--- config.mk ---
export PLATFORM = sky130hd
export DESIGN_NAME = rcc_reset_combiner
export DESIGN_NICKNAME = d
export VERILOG_FILES = /design/src/rtl/rcc_pkg.sv /design/src/rtl/rcc_reset_combiner.sv
export SDC_FILE = /design/constraint.sdc
export NUM_CORES = 1
export LEC_CHECK = 0
export ABC_AREA = 1
export BUFFER_PORTS_ARGS = -buffer_cell sky130_fd_sc_hd__buf_4
export CAP_MARGIN = 30
export CORE_MARGIN = 1.5
export CORE_UTILIZATION = 34
export DETAILED_ROUTE_END_ITERATION = 7
export GPL_ROUTABILITY_DRIVEN = 0
export PLACE_DENSITY = 0.67
export SKIP_LAST_GASP = 1
export SYNTH_ARGS = -nofsm -noshare
export SYNTH_HDL_FRONTEND = slang
export SYNTH_SLANG_ARGS = --single-unit
--- constraint.sdc ---
create_clock -name i_clock -period 0.84 [get_ports i_clock]
set_input_delay 0.126 -clock i_clock [delete_from_list [all_inputs] [get_ports i_clock]]
set_output_delay 0.126 -clock i_clock [all_outputs]
set_load 0.05 [all_outputs]
--- src/rtl/rcc_pkg.sv ---
// package: constants, types and register map of the reset cause combiner
package rcc_pkg;

    localparam int AW = 4;
    localparam int DW = 16;

    // register indices on the plain register port
    localparam logic [AW-1:0] OFF_CAUSE = 4'h0;
    localparam logic [AW-1:0] OFF_ISTAT = 4'h1;
    localparam logic [AW-1:0] OFF_IMASK = 4'h2;

    // cause register bit positions
    localparam int B_TRAP = 15;
    localparam int B_OPC = 14;
    localparam int B_CFG = 9;
    localparam int B_VREG = 8;
    localparam int B_PIN = 7;
    localparam int B_SOFT = 6;
    localparam int B_WDEN = 5;
    localparam int B_WATCHDOG_TIMEOUT_FLAG = 4;
    localparam int B_SLEEP = 3;
    localparam int B_IDLE = 2;
    localparam int B_BOR = 1;
    localparam int B_POR = 0;

    // implemented bits, power-on value, reset values
    localparam logic [DW-1:0] CAUSE_IMPL = 16'hc3ff;
    localparam logic [DW-1:0] CAUSE_POR_VAL = 16'h0003;
    localparam logic [DW-1:0] CAUSE_RST = 16'h0003;
    localparam logic [DW-1:0] ISTAT_RST = 16'h0000;
    localparam logic [DW-1:0] IMASK_RST = 16'h0000;
    localparam logic [DW-1:0] ZERO_W = 16'h0000;

    // reset sources, active high levels
    typedef struct packed {
        logic master_clear_pin;
        logic power_on;
        logic brownout;
        logic watchdog_timeout;
        logic cfg_mismatch;
        logic reset_instr;
        logic trap_conflict;
        logic illegal_opcode;
        logic uninit_wreg_source;
    } rcc_src_s;

    // register port request
    typedef struct packed {
        logic [AW-1:0] addr;
        logic [DW-1:0] wdata;
        logic wr;
        logic rd;
    } rcc_bus_s;

    // whole state of the combiner
    typedef struct packed {
        logic [DW-1:0] cause;
        logic [DW-1:0] istat;
        logic [DW-1:0] imask;
        logic [DW-1:0] rdata;
    } rcc_state_s;

endpackage

--- src/rtl/rcc_reset_combiner.sv ---
// module: reset source combiner with cause register and interrupt
`timescale 1ns/1ps

module rcc_reset_combiner (
    input wire logic i_clock,
    input wire logic i_srst,
    input wire rcc_pkg::rcc_src_s i_src,
    input wire logic i_sleep_wake,
    input wire logic i_idle_wake,
    input wire logic i_watchdog_fuse_enable,
    input wire rcc_pkg::rcc_bus_s i_bus,
    output logic [rcc_pkg::DW-1:0] o_rdata,
    output logic o_system_reset_out,
    output logic o_watchdog_run,
    output logic o_regulator_standby_sel,
    output logic o_irq
);
    import rcc_pkg::*;

    rcc_state_s st_r;
    rcc_state_s st_nxt;
    logic [DW-1:0] flag_set;
    logic any_src;

    // register index match, used by write and read decode
    function automatic logic hit(input logic [AW-1:0] a, input logic [AW-1:0] off);
        hit = (a == off);
    endfunction

    // map active sources and wake pulses onto cause bit positions
    function automatic logic [DW-1:0] src_flags(input rcc_src_s s,
                                                input logic slp, input logic idl);
        logic [DW-1:0] f;
        f = ZERO_W;
        f[B_TRAP] = s.trap_conflict;
        f[B_OPC] = s.illegal_opcode | s.uninit_wreg_source;
        f[B_CFG] = s.cfg_mismatch;
        f[B_PIN] = s.master_clear_pin;
        f[B_SOFT] = s.reset_instr;
        f[B_WATCHDOG_TIMEOUT_FLAG] = s.watchdog_timeout;
        f[B_SLEEP] = slp;
        f[B_IDLE] = idl;
        f[B_BOR] = s.brownout | s.power_on;
        f[B_POR] = s.power_on;
        src_flags = f;
    endfunction

    // system reset is the plain OR of every source
    assign any_src = |i_src;
    assign flag_set = src_flags(i_src, i_sleep_wake, i_idle_wake);

    // next state: power-on dominates, hardware sets win over software writes
    always_comb begin
        st_nxt = st_r;
        st_nxt.rdata = ZERO_W;
        if (i_bus.wr && hit(i_bus.addr, OFF_CAUSE)) begin
            st_nxt.cause = i_bus.wdata & CAUSE_IMPL;
        end
        if (i_bus.wr && hit(i_bus.addr, OFF_IMASK)) begin
            st_nxt.imask = i_bus.wdata & CAUSE_IMPL;
        end
        if (i_bus.rd) begin
            if (hit(i_bus.addr, OFF_CAUSE)) begin
                st_nxt.rdata = st_r.cause;
            end else if (hit(i_bus.addr, OFF_ISTAT)) begin
                st_nxt.rdata = st_r.istat;
                st_nxt.istat = ZERO_W; // read clears
            end else if (hit(i_bus.addr, OFF_IMASK)) begin
                st_nxt.rdata = st_r.imask;
            end
        end
        st_nxt.cause = st_nxt.cause | flag_set;
        st_nxt.istat = st_nxt.istat | flag_set;
        if (i_src.power_on) begin
            st_nxt.cause = CAUSE_POR_VAL;
        end
    end

    // state register; only i_srst, power-on and cause writes clear cause bits, other resets only set their own bits
    always_ff @(posedge i_clock) begin
        if (i_srst) begin
            st_r.cause <= CAUSE_RST;
            st_r.istat <= ISTAT_RST;
            st_r.imask <= IMASK_RST;
            st_r.rdata <= ZERO_W;
        end else begin
            st_r <= st_nxt;
        end
    end

    // outputs
    assign o_rdata = st_r.rdata;
    assign o_system_reset_out = any_src;
    assign o_watchdog_run = i_watchdog_fuse_enable | st_r.cause[B_WDEN];
    assign o_regulator_standby_sel = st_r.cause[B_VREG];
    assign o_irq = |(st_r.istat & st_r.imask);

    // each implemented flag holds unless written or power-on
    for (genvar g = 0; g < DW; g++) begin : g_hold
        if (CAUSE_IMPL[g]) begin : g_impl

        end
    end
endmodule

After elaboration in Yosys (flattened, before gate mapping)
Index checks and enable logic that the tools add are counted.
{"block": "op_classes", "addsub": 0, "multipliers": 0, "div": 0, "magnitude_cmp": 0, "n_eq_ne": 2, "n_shift": 0, "mux": 7, "bitwise_logic": 7, "reduce_logical": 7}
{"cell": "$mux 16", "count": 7}
{"cell": "$or 16x16->16", "count": 2}
{"cell": "$and 16x16->16", "count": 1}
{"cell": "$reduce_or 16->1", "count": 1}
{"cell": "$reduce_or 9->1", "count": 1}
{"cell": "$eq 4x1->1 const B", "count": 1}
{"cell": "$eq 4x2->1 const B", "count": 1}
{"cell": "$logic_not 4->1", "count": 1}
{"cell": "$reduce_or 2->1", "count": 2}
{"cell": "$or 1x1->1", "count": 3}
{"cell": "$logic_and 1x1->1", "count": 2}
{"cell": "$not 1->1", "count": 1}
{"block": "word_totals", "reg_bits": 60, "latch_bits": 0, "mem_bits_rw": 0, "mem_bits_ro": 0, "in_bits": 36, "output_inout_bits": 20, "wordCells": 27, "mem_count": 0}

Longest topological paths before layout
{"block": "logic_depth", "ltp_word": 5, "ltp_mapped": 7, "ltp_nobuf": 6}

Worst setup path after synthesis
No wires, ideal clock.
{"block": "synth_path", "kind": "register to output", "start": "reg st_r[41] (netlist name)", "end": "out o_irq", "t_arrival_ps": 904, "required_ps": 714, "slack_ps": -190, "path_stages_with_launch": 5, "path_buffers": 0, "cell_sequence": "dfxtp_1 -> nand2_1 -> nand2_1 -> a21oi_1 -> nand3_1"}
{"block": "synth_via", "elab_chain_cells": 2}
{"element": "from (decl)", "line": "rcc_reset_combiner.sv:20", "rtl": "rcc_state_s st_r;"}
{"element": "from (signal assigned)", "line": "rcc_reset_combiner.sv:87", "rtl": "st_r <= st_nxt;"}
{"element": "$and 16x16->16", "line": "rcc_reset_combiner.sv:96", "rtl": "assign o_irq = |(st_r.istat & st_r.imask);"}
{"element": "$reduce_or 16->1", "line": "rcc_reset_combiner.sv:96"}
{"element": "to (decl)", "line": "rcc_reset_combiner.sv:16", "rtl": "output logic o_irq"}
Every way passes these cells.

Worst setup path in the final report
{"block": "layout_path", "start": "reg st_r[18] (netlist name)", "end": "out o_irq"}
Same word-level chain as after synthesis.

==> flow_summary.json <==
{
  "syn_to_final_growth_pct": 43.6,
  "min_period_ns": 1.28,
  "synthTopCellsByArea": "dfxtp_1, a21oi_1, nand2_1",
  "skew_ns": 0.00258,
  "max_freq_mhz": 781,
  "crit_path_end_kind": "output port",
  "synth_area_um2": 2170,
  "synth_top_cells_by_count": "nand2_1, dfxtp_1, a21oi_1",
  "synthArstFlopShare": 0,
  "htreeDepth": 2,
  "crit_arrival_ns": 1.15,
  "synth_cell_type_count": 25,
  "critPathMaxFanout": 2,
  "pre_cts_ws_ns": -0.338,
  "synthDominantCellAreaShare": 0.424,
  "clk_pin_slew_worst_paths_ns": 0.08,
  "worstSetupPathType": "flop to output port",
  "io_pins": 56,
  "crit_path_top_delay_cell": "dfxtp_2",
  "antenna_found_initial": 0,
  "crit_buf_inv": 1,
  "slowest_delay_ns": 0.33,
  "netlist_instances": 276,
  "grt_pass1_wl_mm": 9.69,
  "violations": "setup timing",
  "diodes": 0,
  "cts_buffer_depth": 2,
  "ys_ff_latch": 46,
  "leakagePower_uw": 0.00138,
  "grt_pass1_vias": 2065,
  "dpl.hpwl_mm": 4.28,
  "critPathTopFamily": "simple AND/OR/NAND/NOR gates",
  "report.final.hold_viol_count": 0,
  "drt_iter0_drc": 118,
  "dr.pass1.iters": 4,
  "fin_util": 0.515,
  "layout-drive-gt1-share": 0.461,
  "rows": 28,
  "die_area_um2": 6880,
  "min_period_over_period": 1.52,
  "io_buffers": 47,
  "maxCapViolations": 0,
  "setup_viol": 15,
  "hp-class": "primary input to flop",
  "yosys_most_used_dff": "dfxtp_1",
  "die_w_um": 83.0,
  "clkSinkCount": 46,
  "wirelength_mm": 5.87,
  "p_per_area_nw_per_um2": 1400,
  "cts-root-buf": "clkbuf_8",
  "yosysTopAreaCell": "dfxtp_1",
  "fin_cells": 431,
  "ant_nets": 0,
  "cts_made_buffers": 5,
  "avgRoutedWirePerCell_um": 13.6,
  "drcViolationCount": 0,
  "finalNetCount": 392,
  "yosysMostFrequentCell": "nand2_1",
  "synth_enable_flop_cells": 0,
  "vdd_drop_max_mv": 0.711,
  "initial_core_util": 0.359,
  "critPathLaunchType": "flop",
  "viasPerCell": 4.91,
  "vias": 2116,
  "synth_warnings": 0,
  "crit_chain": "nand2_2 > nand3_2 > nor2_2 > nand3_2 > buf_8",
  "syn_area_per_cell_um2": 7.87,
  "cpMostUsedCell": "nand3_2",
  "coreArea_um2": 6060,
  "cts_tree": "done",
  "cp_data_required_time_ns": 0.71,
  "finalWorstSetupSlack_ns": -0.441,
  "ys_seq_area_frac": 0.424,
  "grt_start_max_net_pins": 14,
  "fin_setup_tns_ns": -1.47,
  "run_status": "finished, violations left",
  "grt_setup_unrepaired": "yes",
  "cts_hold_buffers": 0,
  "grt-ovfl-total": 0,
  "grt_usage": 0.175,
  "dp_cells": 419,
  "slew_violations": 0,
  "die_y_um": 83.0,
  "worstSkewPairLatency_ns": 0.30
}
## timing repair
action | 4_1_cts | 5_1_grt
gates resized for setup | 45 | 23
cloned | 0 | 0
buffers inserted | 5 | 0
setup endpoints to repair | 19 | 30
pin swaps | 4 | 21
## registers in the layout, indices dropped and copies added (netlist names)
signal and flops:
st_r 33, o_rdata 12, o_regulator_standby_sel 1
## placed cells by master, fill, tap and decap left out, types with 2 or more instances in the layout
master / netlist / routed
clkbuf_1: 5 / 2
nor2_2: 1 / 3
nor2_1: 5 / 2
a21oi_2: 0 / 2
nand2_2: 8 / 12
dfxtp_1: 46 / 20
nand4_1: 22 / 22
o21ai_0: 10 / 10
nand3_1: 26 / 23
buf_8: 0 / 9
conb_1: 1 / 4
dfxtp_2: 0 / 26
nand2_1: 49 / 45
clkbuf_8: 0 / 5
o211ai_1: 10 / 10
nor2_4: 3 / 4
buf_12: 1 / 2
inv_2: 2 / 2
buf_4: 23 / 76
nand3_2: 1 / 4
a21oi_1: 37 / 35
buf_6: 2 / 15
inv_1: 18 / 18
## power breakdown
part / internal, uW / leakage, uW / total [uW] / switching [uW]
combinational: 370 / 0.000955 / 797 / 427
clock: 574 / 0.0000383 / 1270 / 700
sequential: 2250 / 0.000386 / 2300 / 42.7
## cells by family (layout without fill, tap and decap cells)
logic type | Yosys count | after routing | share of synthesized area
AO/OA/AOI/OAI | 57 | 57 | 0.143
buffers and inverters | 53 | 130 | 0.146
flip-flops | 46 | 46 | 0.424
other | 1 | 4 | 0.00173
AND/OR/NAND/NOR | 119 | 119 | 0.286
## metal layers
metal  global-route usage  up-vias  part of all wire
met2                0.315       52              0.50
met5                    0        -                 0
li1                     -     1078                 -
met3               0.0328        7             0.054
met4               0.0439        0             0.010
met1                0.214      979              0.43
## final cells by class
cell class                 count  area (um^2)
fill                         578         2940
timing repair buffer         102          915
sequential                    46          953
tap                           75         93.8
inverter                      21         78.8
multi-input combinational    180         1000
clock buffer                   7         76.3
## worst paths after layout
check,from,to,slack (ns),cells past startpoint
setup reg to reg,st_r[32],o_rdata[0],0.01,3
hold reg to reg,st_r[21],st_r[21],0.47,2
hold / removal,i_bus[2],st_r[48],0.04,3
setup / recovery,st_r[18],o_irq,-0.44,5
## per-stage QoR
step / hold WS [ns] / instance area, um^2 / power, uW
2_1_floorplan: 0.239 / 2210 / 2730
3_3_place_gp: 0.353 / 2810 / 3080
3_5_place_dp: 0.352 / 2810 / 3080
4_1_cts: 0.0428 / 3060 / 4370
5_1_grt: 0.0502 / 3120 / 4540
6_report: 0.0413 / 3120 / 4370
## worst reg2reg max path, stage by stage (launching register included)
cell and delay, ns:
dfxtp_2 0.33, buf_4 0.13, o211ai_1 0.18, a21oi_2 0.08
(Power assumes the default switching activity.)
